### src/pkg/sdlc_regs.vh
/*
  constants of the switch dimming level control: level ratios, strap modes,
  thermal thresholds and off-time timing.
  assumes inclusion by bare name from design files.
*/
`ifndef SDLC_REGS_VH
`define SDLC_REGS_VH

// level ratios in percent of the initial current
`define SDLC_PCT_FULL      8'h64
`define SDLC_PCT_50        8'h32
`define SDLC_PCT_20        8'h14
`define SDLC_PCT_60        8'h3c
`define SDLC_PCT_30        8'h1e

// strap modes {a_grounded, b_grounded}
`define SDLC_MODE_NONE     2'h0
`define SDLC_MODE_1        2'h1
`define SDLC_MODE_2        2'h2
`define SDLC_MODE_3        2'h3

// thermal thresholds in degrees C
`define SDLC_TRIP_TEMP     8'h96
`define SDLC_TRIP_HYST     8'h14

// off-time boundary in ms, slow tick period in ms, clock in MHz
`define SDLC_OFF_LIMIT_MS  2000
`define SDLC_TICK_MS       1
`define SDLC_CLK_MHZ       250
`define SDLC_TICK_CYCLES   (`SDLC_TICK_MS * 1000 * `SDLC_CLK_MHZ)
`define SDLC_OFF_TICKS     (`SDLC_OFF_LIMIT_MS / `SDLC_TICK_MS)

`endif

### src/logic/sdlc_level_ctrl.v
/*
  switch dimming level control: classifies supply-off intervals, steps a
  strap-selected level sequence and gates output on thermal shutdown.
  assumes the core stays clocked from a hold-up capacitor during short supply
  loss, supply-present and strap pins asynchronous, temperature a sampled code.
  the nominal setpoint is a slow level from the sense stage; the setpoint output
  follows it one clock later. the supply pin is low while reset is held.
*/
`timescale 1ns/1ps
`default_nettype none
`include "sdlc_regs.vh"

// Operation
// power-up selects full level first
// dimming switch advances level, wraps to full
// off over two seconds restores initial state
// off over 2s normal, under 2s dimming
// both straps floating keeps full level
// three-level sequences 100/50/20, 100/60/30
// both grounded alternates full and 30%
// normal switch resets to full level
// off-time counter keeps running while off; here it freezes once the two-second bound is passed
// trip above 150, resume below 130
// setpoint equals level ratio times nominal
// count off-time from loss to return
module sdlc_level_ctrl #(
  parameter TICK_CYCLES = `SDLC_TICK_CYCLES, // clocks per slow tick
  parameter OFF_TICKS   = `SDLC_OFF_TICKS,   // ticks in two seconds
  parameter NOM_W       = 16                 // nominal setpoint width
) (
  input  wire             CLOCK_I,           // 250 MHz clock
  input  wire             RST_I,             // power-up reset
  input  wire             SUPPLY_OK_I,       // supply present, asynchronous
  input  wire             MODE_STRAP_A_I,    // high = floating
  input  wire             MODE_STRAP_B_I,    // high = floating
  input  wire [7:0]       DIE_TEMP_I,        // die temperature, degrees C
  input  wire [NOM_W-1:0] NOMINAL_SET_I,     // initial current setpoint
  output reg  [NOM_W-1:0] DIM_SETPOINT_O,    // dimmed average current setpoint
  output reg  [7:0]       LEVEL_PCT_O,       // selected ratio in percent
  output reg              OUTPUT_ENABLE_O,   // power switch output allowed
  output reg              DIMMING_SWITCH_EVENT_O // pulse per dimming switch, none in mode none
);
  wire       supply_ok;                      // filtered supply present
  wire       strap_a_float;                  // filtered strap a
  wire       strap_b_float;                  // filtered strap b
  reg        supply_ok_d;                    // previous supply state
  reg [31:0] tick_cnt;                       // slow time base divider
  reg        tick;                           // one-cycle slow enable
  reg [31:0] off_cnt;                        // off-time in ticks
  reg        off_long;                       // off beyond two seconds
  reg [1:0]  step;                           // position in sequence
  reg [1:0]  next_step;                      // next position
  reg [1:0]  mode;                           // {a grounded, b grounded}
  reg [7:0]  pct;                            // ratio of current step
  reg        tripped;                        // thermal shutdown latched
  reg [NOM_W+7:0] product;                   // nominal times ratio
  reg [NOM_W+7:0] quotient;                  // product over full ratio

  genvar gi;
  // one synchroniser per asynchronous pin; all reset low, which for the
  // supply is its idle level after power-up, so no false return edge appears,
  // and for the straps reads as grounded until the pins are filtered
  generate
    for (gi = 0; gi < 3; gi = gi + 1) begin : g_sync
      wire raw;
      wire lvl;
      assign raw = (gi == 0) ? SUPPLY_OK_I : (gi == 1) ? MODE_STRAP_A_I : MODE_STRAP_B_I;
      sdlc_sync3 #(.RESET_VAL(1'b0)) u_sync (
        .clk_i   (CLOCK_I),
        .rst_i   (RST_I),
        .async_i (raw),
        .level_o (lvl)
      );
    end
  endgenerate
  assign supply_ok     = g_sync[0].lvl;
  assign strap_a_float = g_sync[1].lvl;
  assign strap_b_float = g_sync[2].lvl;

  wire supply_loss   = supply_ok_d & ~supply_ok;   // falling edge
  wire supply_return = ~supply_ok_d & supply_ok;   // rising edge

  // slow time base: one-cycle tick every TICK_CYCLES clocks, so the
  // off-time counter stays narrow and its two-second bound is a tick count;
  // the tick runs free, so an off time is measured to within one tick
  always @(posedge CLOCK_I or posedge RST_I) begin
    if (RST_I) begin
      tick_cnt <= 32'h0000_0000;
      tick     <= 1'b0;
    end else if (tick_cnt >= TICK_CYCLES - 1) begin
      tick_cnt <= 32'h0000_0000;
      tick     <= 1'b1;
    end else begin
      tick_cnt <= tick_cnt + 32'h0000_0001;
      tick     <= 1'b0;
    end
  end

  // off-time measurement between loss and return
  // off_long stays set after return until the next loss, for the step logic
  always @(posedge CLOCK_I or posedge RST_I) begin
    if (RST_I) begin
      supply_ok_d <= 1'b0;
      off_cnt     <= 32'h0000_0000;
      // power-up counts as a long off, so the first supply return is a
      // normal switch and the lamp starts at full
      off_long    <= 1'b1;
    end else begin
      supply_ok_d <= supply_ok;
      if (supply_loss) begin
        // a new loss restarts the count and clears the old verdict
        off_cnt  <= 32'h0000_0000;
        off_long <= 1'b0;
      end else if (~supply_ok & tick & ~off_long) begin
        // count only while off, and freeze once the bound is passed
        off_cnt <= off_cnt + 32'h0000_0001;
        if (off_cnt + 32'h0000_0001 > OFF_TICKS) begin
          off_long <= 1'b1;
        end
      end
    end
  end

  // strap decode: grounded pin sets its mode bit
  // both high means floating, which selects no dimming
  always @* begin
    mode = {~strap_a_float, ~strap_b_float};
  end

  // next step on a dimming switch
  // three-level modes count 0..2, the two-level mode toggles 0 and 1
  always @* begin
    next_step = step;
    case (mode)
      `SDLC_MODE_1, `SDLC_MODE_2: begin
        next_step = (step == 2'h2) ? 2'h0 : step + 2'h1;
      end
      `SDLC_MODE_3: begin
        next_step = (step == 2'h1) ? 2'h0 : 2'h1;
      end
      default: begin
        next_step = 2'h0;
      end
    endcase
  end

  // level selection state
  // mode none wins over every switch, a long off over a pending return
  always @(posedge CLOCK_I or posedge RST_I) begin
    if (RST_I) begin
      step                   <= 2'h0;
      DIMMING_SWITCH_EVENT_O <= 1'b0;
    end else begin
      DIMMING_SWITCH_EVENT_O <= 1'b0;
      if (mode == `SDLC_MODE_NONE) begin
        step <= 2'h0;
      end else if (~supply_ok & off_long) begin
        step <= 2'h0;
      end else if (supply_return & off_long) begin
        // return after a long off is a normal switch: full, no pulse
        step <= 2'h0;
      end else if (supply_return) begin
        // return after a short off is a dimming switch
        step                   <= next_step;
        DIMMING_SWITCH_EVENT_O <= 1'b1;
      end
    end
  end

  // ratio of current step per mode
  // a step code that a mode does not use maps to full
  always @* begin
    pct = `SDLC_PCT_FULL;
    case (mode)
      `SDLC_MODE_1: begin
        pct = (step == 2'h1) ? `SDLC_PCT_50 : (step == 2'h2) ? `SDLC_PCT_20 : `SDLC_PCT_FULL;
      end
      `SDLC_MODE_2: begin
        pct = (step == 2'h1) ? `SDLC_PCT_60 : (step == 2'h2) ? `SDLC_PCT_30 : `SDLC_PCT_FULL;
      end
      `SDLC_MODE_3: begin
        pct = (step == 2'h1) ? `SDLC_PCT_30 : `SDLC_PCT_FULL;
      end
      default: begin
        pct = `SDLC_PCT_FULL;
      end
    endcase
  end

  // thermal shutdown with hysteresis
  // the band between the two thresholds keeps the last state, so the lamp
  // does not chatter at the trip point
  always @(posedge CLOCK_I or posedge RST_I) begin
    if (RST_I) begin
      tripped <= 1'b0;
    end else if (DIE_TEMP_I > `SDLC_TRIP_TEMP) begin
      tripped <= 1'b1;
    end else if (DIE_TEMP_I < `SDLC_TRIP_TEMP - `SDLC_TRIP_HYST) begin
      tripped <= 1'b0;
    end
  end

  // setpoint scaling: nominal times percent, then divided by the full
  // ratio; the quotient never exceeds the nominal, so its low bits are exact
  always @* begin
    product  = NOMINAL_SET_I * pct;
    quotient = product / `SDLC_PCT_FULL;
  end

  // registered outputs
  // output enable needs supply present and no thermal trip
  always @(posedge CLOCK_I or posedge RST_I) begin
    if (RST_I) begin
      DIM_SETPOINT_O  <= {NOM_W{1'b0}};
      LEVEL_PCT_O     <= `SDLC_PCT_FULL;
      OUTPUT_ENABLE_O <= 1'b0;
    end else begin
      DIM_SETPOINT_O  <= quotient[NOM_W-1:0];
      LEVEL_PCT_O     <= pct;
      OUTPUT_ENABLE_O <= supply_ok & ~tripped;
    end
  end
endmodule
`default_nettype wire

### src/logic/sdlc_sync3.v
/*
  three-flop synchroniser with agreement filter for asynchronous pins.
  assumes a single clock and an asynchronous active-high reset.
*/
`timescale 1ns/1ps
`default_nettype none
module sdlc_sync3 #(
  parameter RESET_VAL = 1'b0          // level assumed during reset
) (
  input  wire clk_i,                  // block clock
  input  wire rst_i,                  // asynchronous reset
  input  wire async_i,                // raw pin
  output reg  level_o                 // filtered level
);
  reg s1;                             // metastability flop, read by s2 only
  reg s2;                             // second stage
  reg s3;                             // third stage

  // level changes once stages two and three agree
  always @(posedge clk_i or posedge rst_i) begin
    if (rst_i) begin
      s1      <= RESET_VAL;
      s2      <= RESET_VAL;
      s3      <= RESET_VAL;
      level_o <= RESET_VAL;
    end else begin
      s1 <= async_i;
      s2 <= s1;
      s3 <= s2;
      if (s2 == s3) begin
        level_o <= s3;
      end
    end
  end
endmodule
`default_nettype wire

### config.mk
export PLATFORM = sky130hd
export DESIGN_NAME = sdlc_level_ctrl
export DESIGN_NICKNAME = d
export VERILOG_FILES = /design/src/logic/sdlc_level_ctrl.v /design/src/logic/sdlc_sync3.v
export VERILOG_INCLUDE_DIRS = /design/src /design/src/pkg
export SDC_FILE = /design/constraint.sdc
export NUM_CORES = 1
export LEC_CHECK = 0
export BUFFER_PORTS_ARGS = -buffer_cell sky130_fd_sc_hd__buf_2
export CAP_MARGIN = 20
export CORE_ASPECT_RATIO = 0.9
export CORE_MARGIN = 3
export CORE_UTILIZATION = 40
export CTS_CLUSTER_DIAMETER = 100
export DETAILED_ROUTE_END_ITERATION = 12
export PLACE_DENSITY = 0.53
export SETUP_SLACK_MARGIN = 0.4
export SLEW_MARGIN = 20
export SYNTH_ARGS = -nofsm -noshare
export SYNTH_HDL_FRONTEND = slang
export SYNTH_HIERARCHICAL = 1
export SYNTH_SLANG_ARGS = --single-unit
### constraint.sdc
create_clock -name CLOCK_I -period 31.8 [get_ports CLOCK_I]
set_input_delay 1.59 -clock CLOCK_I [delete_from_list [all_inputs] [get_ports CLOCK_I]]
set_output_delay 1.59 -clock CLOCK_I [all_outputs]
set_load 0.01 [all_outputs]
==> results of run 1 <==
## synth_stat cells (all sizes together), types with 23 or more instances
cell type and instances:
a211oi 23, a21o 24, a21oi 72, a31oi 24
and2 100, and3 26, buf 27, clkbuf 34
dfrtp 102, fa 57, ha 63, inv 48
nand2 134, nand3 56, nor2 119, nor3 46
o211ai 23, o21ai 113, xnor2 40
## layer usage
metal | up-vias | GRT usage | share of wire
met5 | - | 0 | 0
met4 | 0 | 0.0463 | 0.012
met3 | 27 | 0.0194 | 0.039
met2 | 291 | 0.318 | 0.46
met1 | 5250 | 0.281 | 0.49
li1 | 5473 | - | -
## layout make-up
| type | instances | area, µm² | area share |
|---|---|---|---|
| multi-input combinational | 1257 | 9140 | 0.695 |
| sequential | 106 | 2660 | 0.202 |
| tap | 396 | 495 | 0.0377 |
| timing repair buffer | 63 | 343 | 0.0261 |
| clock buffer | 9 | 225 | 0.0171 |
| inverter | 48 | 183 | 0.0139 |
| clock inverter | 6 | 90.1 | 0.00686 |
| antenna | 3 | 7.51 | 0.000571 |
## final timing paths
path	from	end	cells after the start
max reg2reg	g_sync[1].u_sync/level_o$_DFFE_PP0N_	DIM_SETPOINT_O[0]$_DFF_PP0_	50
min in group asynchronous	RST_I	g_sync[0].u_sync/s1$_DFF_PP0_	2
min	g_sync[2].u_sync/s1$_DFF_PP0_	g_sync[2].u_sync/s2$_DFF_PP0_	0
min reg2reg	g_sync[2].u_sync/s1$_DFF_PP0_	g_sync[2].u_sync/s2$_DFF_PP0_	0
max in group asynchronous	RST_I	tick_cnt[0]$_DFF_PP0_	3
max	g_sync[1].u_sync/level_o$_DFFE_PP0N_	DIM_SETPOINT_O[0]$_DFF_PP0_	50
## per-stage QoR
step | utilization | instances | worst slack (ns) | instance area [µm²]
after floorplan | - | 1472 | 17.16 | 12200
after detailed placement | 0.434 | 1869 | 14.41 | 12800
after global placement | 0.434 | 1868 | 14.60 | 12800
after CTS | 0.445 | 1884 | 14.26 | 13100
after global routing | 0.446 | 1888 | 13.07 | 13100
final | 0.446 | 1888 | 14.51 | 13100
## worst max-delay path, delay by kind of cell, from the launching register on
family | cells | cell delay (ns)
AOI/OAI and AO/OA | 26 | 9.10
and+or+nand+nor | 11 | 3.42
adders and majority gates | 6 | 2.60
buffers and inverters | 5 | 0.46
DFF | 1 | 0.42
muxes | 2 | 1.15
## flip-flops by register name, indices dropped and copies added, names as in the netlist, 2 cells and up
name / cells
g_sync.u_sync/s2: 3
DIM_SETPOINT_O: 16
tick_cnt: 32
g_sync.u_sync/level_o: 3
off_cnt: 32
g_sync.u_sync/s3: 3
LEVEL_PCT_O: 6
step: 2
g_sync.u_sync/s1: 3
## layout by cell type, fill, tap and decap left out, drive strengths merged, types with 11 or more instances in the layout
cell / instances
nand4: 21
xnor2: 40
and2: 100
nor3: 46
buf: 62
nor4: 19
o21ai: 113
fa: 57
a311oi: 11
nand2: 134
o21a: 16
dfrtp: 102
o211ai: 23
xor2: 22
and3: 26
or3: 19
a21o: 24
conb: 16
a31oi: 24
a21oi: 72
nor2: 119
inv: 49
ha: 63
nand3: 56
o31ai: 18
a211oi: 23
## cells by family after synthesis
family | count (synthesis) | synth area share
simple gates | 585 | 0.246
compound gates | 459 | 0.280
fa+ha+maj | 127 | 0.165
mux | 8 | 0.00667
xor+xnor | 62 | 0.0458
buf+inv | 109 | 0.0386
other cells | 1 | 0.000308
flops | 106 | 0.218
==> flow_summary.json, run 1 <==
{
  "drc": 0,
  "critical_path_required_ns": 32.03,
  "final_period_minus_worst_setup_slack_ns": 17.29,
  "cp-end-kind": "flop",
  "ys_ff_latch": 106,
  "crit_type": "reg2reg",
  "wire_length_of_the_first_global_routing_pass_mm": 53.6,
  "report.final.hold_viol_count": 0,
  "post-synth-top-area-fraction": 0.209,
  "setup.reg_to_reg.worst_slack_ns": 14.51,
  "post_synth_inst_count": 1457,
  "leading_post_synthesis_cells_by_cell_area": "dfrtp_1 (21%), fa_1 (9.4%), ha_1 (6.5%), and2_1 (5.1%), nand2_1 (4.1%)",
  "synthesis.area_mm2": 0.0122,
  "hpwlAfterDp_mm": 23.4,
  "die_area_mm2": 0.0326,
  "num-fill-cells": 2886,
  "cp_slowest_stage_delay_ns": 0.75,
  "core_area_mm2": 0.0295,
  "grtUsageTotal": 0.195,
  "final_layout_size_suffix_gt1_frac": 0.105,
  "drt_pre_antenna_iters": 5,
  "portBuffers": 52,
  "finalMaxSlewViolations": 0,
  "final_nets": 1634,
  "routed_wirelength_mm": 31.3,
  "clk_path_buf_depth": 2,
  "io_pins": 55,
  "synth_top_area_cell": "dfrtp_1",
  "yosysWarningCount": 6,
  "avgSynthCellArea_um2": 8.36,
  "avgViaCountPerCell": 5.85,
  "min_period_over_period": 0.544,
  "root_buffer": "clkbuf_16",
  "numCtsBuffers": 9,
  "rsz0062_at_grt": "no",
  "floorplan.initialDensity": 0.414,
  "antenna_found_initial": 3,
  "number_of_h_tree_levels": 3,
  "timing.critical_path.slowest_stage_cell": "o41ai_1",
  "async_reset_ff_frac": 1.00,
  "syn2layout_area_growth_pct": 7.81,
  "synth.yosys.seq_area_share": 0.218,
  "maxClockFrequency_mhz": 57.8,
  "gates_resized_cts_repair": 0,
  "detail_route.iter0.violations": 713,
  "die_y_um": 172,
  "critPathLaunchType": "flop",
  "clk_transition_reported_paths_ns": 0.07,
  "hold-worst-slack_ns": 0.362,
  "detailroute.via_count": 11000,
  "wl_per_cell_um": 16.6,
  "ant_nets": 0,
  "clock_insertion_delay_worst_skew_ns": 0.37,
  "status": "completed",
  "setup-tns-final_ns": 0,
  "crit_path_max_fanout": 17,
  "timing.clock.skew_ns": 0.0246,
  "postCtsSetupRepairBufs": 0,
  "first_global_vias": 10600,
  "setup_violations": 0,
  "ys.flop_type": "dfrtp_1",
  "number_of_rows_in_the_core_area": 59,
  "min-delay-path-class": "reg2reg",
  "timing.slew.headroom": 0.363,
  "routabilityCongestion": 0.915,
  "pin_count_of_the_biggest_net_entering_global_routing": 65,
  "post_cts_hold_buffer_count": 0,
  "grt.overflow.total": 0,
  "timing_worst_slew_pin_value_ns": 0.952,
  "synth-edff-count": 0,
  "yosysUniqueCellTypes": 116,
  "cts_sink_count": 106,
  "die_x_um": 190,
  "tritoncts": "done",
  "max-cap-violations": 0,
  "critical_path_arrival_ns": 17.52
}
Power of run 1 is not shown: default switching activity piles up to over one toggle a cycle in this logic, so the estimate is an artifact.
==> inputs of run 2 (changes only) <==
==> constraint.sdc (replaced) <==
create_clock -name CLOCK_I -period 17.1 [get_ports CLOCK_I]
set_input_delay 0.855 -clock CLOCK_I [delete_from_list [all_inputs] [get_ports CLOCK_I]]
set_output_delay 0.855 -clock CLOCK_I [all_outputs]
set_load 0.01 [all_outputs]
==> run 2 against run 1 <==
  * Sequential share of layout area shrank 0.35 points
  * Global-route usage fell by 0.18 points
  * Via count is 0.82% higher
  * Clock skew is 0.0081 ns lower
  * Routed wire length grew 0.25%
  * Cell area increased by 1.8%
  * Critical path depth stayed put
  * Critical endpoint unchanged
==> flow_summary.json, run 2 (synthesis results as in run 1) <==
{
  "timing.slew.headroom": 0.319,
  "wl_per_cell_um": 16.5,
  "grt.overflow.total": 0,
  "critical_path_arrival_ns": 16.08,
  "first_global_vias": 10600,
  "clk_transition_reported_paths_ns": 0.07,
  "holdPathStages": 0,
  "timing.critical_path.slowest_stage_cell": "or4_1",
  "detailroute.via_count": 11100,
  "die_area_mm2": 0.0326,
  "finish.instance_area_mm2": 0.0134,
  "antennaDiodeCount": 0,
  "hold-worst-slack_ns": 0.356,
  "floorplan.initialDensity": 0.414,
  "portBuffers": 52,
  "critPathLaunchType": "flop",
  "layout.cells.most_common_list": "nand2_1 (132), nor2_1 (115), dfrtp_1 (102), and2_1 (99), o21ai_0 (88)",
  "setup-tns-final_ns": 0,
  "io_pins": 55,
  "min-delay-path-class": "reg2reg",
  "antenna_found_initial": 0,
  "max-cap-violations": 0,
  "cp_slowest_stage_delay_ns": 0.66,
  "setup_violations": 0,
  "rsz0062_at_grt": "no",
  "ant_nets": 0,
  "crit_type": "reg2reg",
  "clock_insertion_delay_worst_skew_ns": 0.36,
  "numCtsBuffers": 9,
  "placement.cell_area_mm2": 0.0128,
  "timing.critical_path.buf_inv": 3,
  "die_x_um": 190,
  "die_y_um": 172,
  "timing_worst_slew_pin_value_ns": 1.01,
  "critical_path_required_ns": 17.33,
  "clk_path_buf_depth": 2,
  "maxClockFrequency_mhz": 63.1,
  "r2r_cells": 50,
  "root_buffer": "clkbuf_16",
  "drt_pre_antenna_iters": 5,
  "timing.clock.skew_ns": 0.0165,
  "cp-end-kind": "flop",
  "wire_length_of_the_first_global_routing_pass_mm": 53.1,
  "syn2layout_area_growth_pct": 9.73,
  "detail_route.iter0.violations": 706,
  "status": "completed",
  "number_of_h_tree_levels": 3,
  "routabilityCongestion": 0.858,
  "final_common_cell": "nand2_1",
  "final_period_minus_worst_setup_slack_ns": 15.85,
  "critical-path-top-cell-by-count": "a211oi_1",
  "avgViaCountPerCell": 5.87,
  "tritoncts": "done",
  "pin_count_of_the_biggest_net_entering_global_routing": 60,
  "min_period_over_period": 0.927,
  "post_cts_hold_buffer_count": 0,
  "cts_sink_count": 106,
  "report.final.hold_viol_count": 0,
  "largestRegisters": "off_cnt: 32 flops, tick_cnt: 32 flops, DIM_SETPOINT_O: 16 flops",
  "core_area_mm2": 0.0295,
  "finalMaxSlewViolations": 0,
  "hpwlAfterDp_mm": 23.7,
  "critical_path.top_delay_family": "simple AND/OR/NAND/NOR gates",
  "critical_path_depth": 50,
  "crit_path_max_fanout": 17,
  "routed_wirelength_mm": 31.4,
  "grtUsageTotal": 0.194,
  "number_of_rows_in_the_core_area": 59,
  "final_layout_size_suffix_gt1_frac": 0.125,
  "final_nets": 1646,
  "drc": 0
}
==> run 2: repair_timing <==
item | in CTS | in global routing
buffers inserted | 0 | 6
resized for setup | 0 | 32
setup endpoints to repair | 0 | 3
==> run 2: cell type report <==
type | instances | area [µm²]
repair buffers | 75 | 433
clock buffers | 11 | 253
clock inverters | 5 | 43.8
flip-flops and latches | 106 | 2660
well taps | 396 | 495
multi-input cells | 1257 | 9310
inverters | 48 | 183
fillers | 2904 | 16100
==> run 2: path summary, 6_finish.rpt <==
path	slack, ns	end	startpoint
hold / removal	0.36	g_sync[1].u_sync/s2$_DFF_PP0_	g_sync[1].u_sync/s1$_DFF_PP0_
max in group asynchronous	15.35	tick_cnt[22]$_DFF_PP0_	RST_I
setup reg to reg	1.25	DIM_SETPOINT_O[0]$_DFF_PP0_	g_sync[1].u_sync/level_o$_DFFE_PP0N_
hold reg to reg	0.36	g_sync[1].u_sync/s2$_DFF_PP0_	g_sync[1].u_sync/s1$_DFF_PP0_
setup / recovery	1.25	DIM_SETPOINT_O[0]$_DFF_PP0_	g_sync[1].u_sync/level_o$_DFFE_PP0N_
min in group asynchronous	0.42	g_sync[0].u_sync/level_o$_DFFE_PP0N_	RST_I
==> run 2: per-stage QoR <==
step | worst slack [ns] | instances | utilization
after floorplan | 2.76 | 1472 | -
after global placement | 0.843 | 1876 | 0.436
after detailed placement | 0.724 | 1876 | 0.436
after CTS | 0.622 | 1892 | 0.446
after global routing | 0.409 | 1898 | 0.454
final | 1.25 | 1898 | 0.454
==> run 2: metal layers <==
metal,part of all wire,vias up,GRT usage
met2,0.48,218,0.325
met3,0.032,22,0.0198
met4,0.0096,0,0.0392
li1,-,5486,-
met1,0.48,5406,0.273
met5,0,-,0
Power of run 2 is left out for the same reason.
==> inputs of run 3 (changes only) <==
--- a/config.mk
+++ b/config.mk
@@ -7,13 +7,12 @@
 export NUM_CORES = 1
 export LEC_CHECK = 0
 export BUFFER_PORTS_ARGS = -buffer_cell sky130_fd_sc_hd__buf_2
-export CAP_MARGIN = 20
+export CAP_MARGIN = 30
 export CORE_ASPECT_RATIO = 0.9
 export CORE_MARGIN = 3
 export CORE_UTILIZATION = 40
 export CTS_CLUSTER_DIAMETER = 100
 export DETAILED_ROUTE_END_ITERATION = 12
-export PLACE_DENSITY = 0.53
 export SETUP_SLACK_MARGIN = 0.4
 export SLEW_MARGIN = 20
 export SYNTH_ARGS = -nofsm -noshare
==> run 3 against run 2 <==
  * Via count grew 1.2%
  * Highest routed layer unchanged
  * Maximum frequency shrank 0.27%
  * Register-to-register slack lost 0.04 ns
==> flow_summary.json, run 3 (synthesis results as in run 1) <==
{
  "final_nets": 1648,
  "ant_nets": 0,
  "clk_transition_reported_paths_ns": 0.08,
  "grt.overflow.total": 0,
  "pin_count_of_the_biggest_net_entering_global_routing": 73,
  "clk_path_buf_depth": 2,
  "setup-tns-final_ns": 0,
  "drt_pre_antenna_iters": 6,
  "timing.clock.skew_ns": 0.0248,
  "min-delay-path-class": "reg2reg",
  "io_pins": 55,
  "tritoncts": "done",
  "num-fill-cells": 2890,
  "critical_path_required_ns": 17.33,
  "antenna_found_initial": 1,
  "finalMaxSlewViolations": 0,
  "grtUsageTotal": 0.189,
  "routabilityCongestion": 0.910,
  "first_global_vias": 10500,
  "final_period_minus_worst_setup_slack_ns": 15.90,
  "timing.critical_path.slowest_stage_cell": "a2111o_2",
  "number_of_h_tree_levels": 3,
  "avgViaCountPerCell": 5.92,
  "detailroute.via_count": 11300,
  "rsz0062_at_grt": "yes",
  "drc": 0,
  "final_common_cell": "nand2_1",
  "final_layout_size_suffix_gt1_frac": 0.127,
  "ff_latch_area_mm2": 0.00266,
  "crit_type": "reg2reg",
  "die_x_um": 190,
  "r2r_cells": 53,
  "min_period_over_period": 0.930,
  "routed_wirelength_mm": 31.1,
  "wire_length_of_the_first_global_routing_pass_mm": 52.0,
  "core_area_mm2": 0.0295,
  "critPathLaunchType": "flop",
  "hpwlAfterDp_mm": 23.2,
  "wl_per_cell_um": 16.4,
  "die_area_mm2": 0.0326,
  "max-cap-violations": 0,
  "setup_violations": 0,
  "cp-end-kind": "flop",
  "critical_path_arrival_ns": 16.13,
  "clock_insertion_delay_worst_skew_ns": 0.38,
  "syn2layout_area_growth_pct": 9.94,
  "cp_slowest_stage_delay_ns": 0.57,
  "floorplan.initialDensity": 0.414,
  "fraction_of_the_core_area_covered_by_cells_at_the_end_of_the_flow": 0.455,
  "largestRegisters": "off_cnt: 32 flops, tick_cnt: 32 flops, DIM_SETPOINT_O: 16 flops",
  "layout.cells.most_common_list": "nand2_1 (132), nor2_1 (115), dfrtp_1 (102), and2_1 (98), o21ai_0 (89)",
  "critical-path-top-cell-by-count": "inv_1",
  "maxClockFrequency_mhz": 62.9,
  "numCtsBuffers": 9,
  "timing.slew.headroom": 0.338,
  "report.final.hold_viol_count": 0,
  "holdPathStages": 0,
  "number_of_rows_in_the_core_area": 59,
  "cts_sink_count": 106,
  "root_buffer": "clkbuf_16",
  "status": "completed",
  "portBuffers": 52,
  "timing_worst_slew_pin_value_ns": 0.989,
  "detail_route.iter0.violations": 952,
  "die_y_um": 172,
  "crit_path_max_fanout": 17,
  "hold-worst-slack_ns": 0.357,
  "multi_input_comb_area_mm2": 0.00932
}
## run 3: area by class of cell
cell class | count | area share
flip-flops and latches | 106 | 0.198
inverters | 48 | 0.0136
clock inverters | 6 | 0.00364
diodes | 1 | 0.000187
multi-input cells | 1257 | 0.695
clock buffers | 10 | 0.0171
well taps | 396 | 0.0370
repair buffers | 77 | 0.0347
## run 3: final timing paths
check | from | to | slack [ns]
max | step[1]$_DFFE_PP0P_ | DIM_SETPOINT_O[0]$_DFF_PP0_ | 1.20
min | g_sync[0].u_sync/s1$_DFF_PP0_ | g_sync[0].u_sync/s2$_DFF_PP0_ | 0.36
max reg2reg | step[1]$_DFFE_PP0P_ | DIM_SETPOINT_O[0]$_DFF_PP0_ | 1.20
min reg2reg | g_sync[0].u_sync/s1$_DFF_PP0_ | g_sync[0].u_sync/s2$_DFF_PP0_ | 0.36
max in group asynchronous | RST_I | DIM_SETPOINT_O[4]$_DFF_PP0_ | 15.60
min in group asynchronous | RST_I | g_sync[1].u_sync/s2$_DFF_PP0_ | 0.41
## run 3: worst max-delay path, delay by kind of cell, from the launching register on
family | cells | cell delay (ns)
simple gates | 12 | 3.32
xor+xnor | 1 | 0.22
buf+inv | 7 | 0.79
fa+ha+maj | 6 | 2.45
compound gates | 26 | 8.16
mux | 1 | 0.39
flops | 1 | 0.44
## run 3: layer usage
metal	wire length, µm	vias up	global-route usage
met1	15100	5439	0.271
met3	1410	27	0.0245
met5	0	-	0
met2	14200	306	0.307
li1	-	5491	-
met4	403	0	0.0427
## run 3: metrics by stage
step	area (µm²)	setup slack, ns	std cells
6_report	13400	1.20	1901
5_1_grt	13400	0.305	1901
4_1_cts	13100	0.589	1889
3_5_place_dp	12800	0.723	1873
3_3_place_gp	12800	0.960	1873
2_1_floorplan	12200	2.76	1472
## run 3: timing repair
| item | in CTS | in global routing |
|---|---|---|
| gates resized for setup | 0 | 33 |
| hold buffers | 0 | 0 |
| buffers inserted | 0 | 8 |
| endpoints found under the setup margin | 0 | 3 |
Power of run 3 is left out for the same reason.
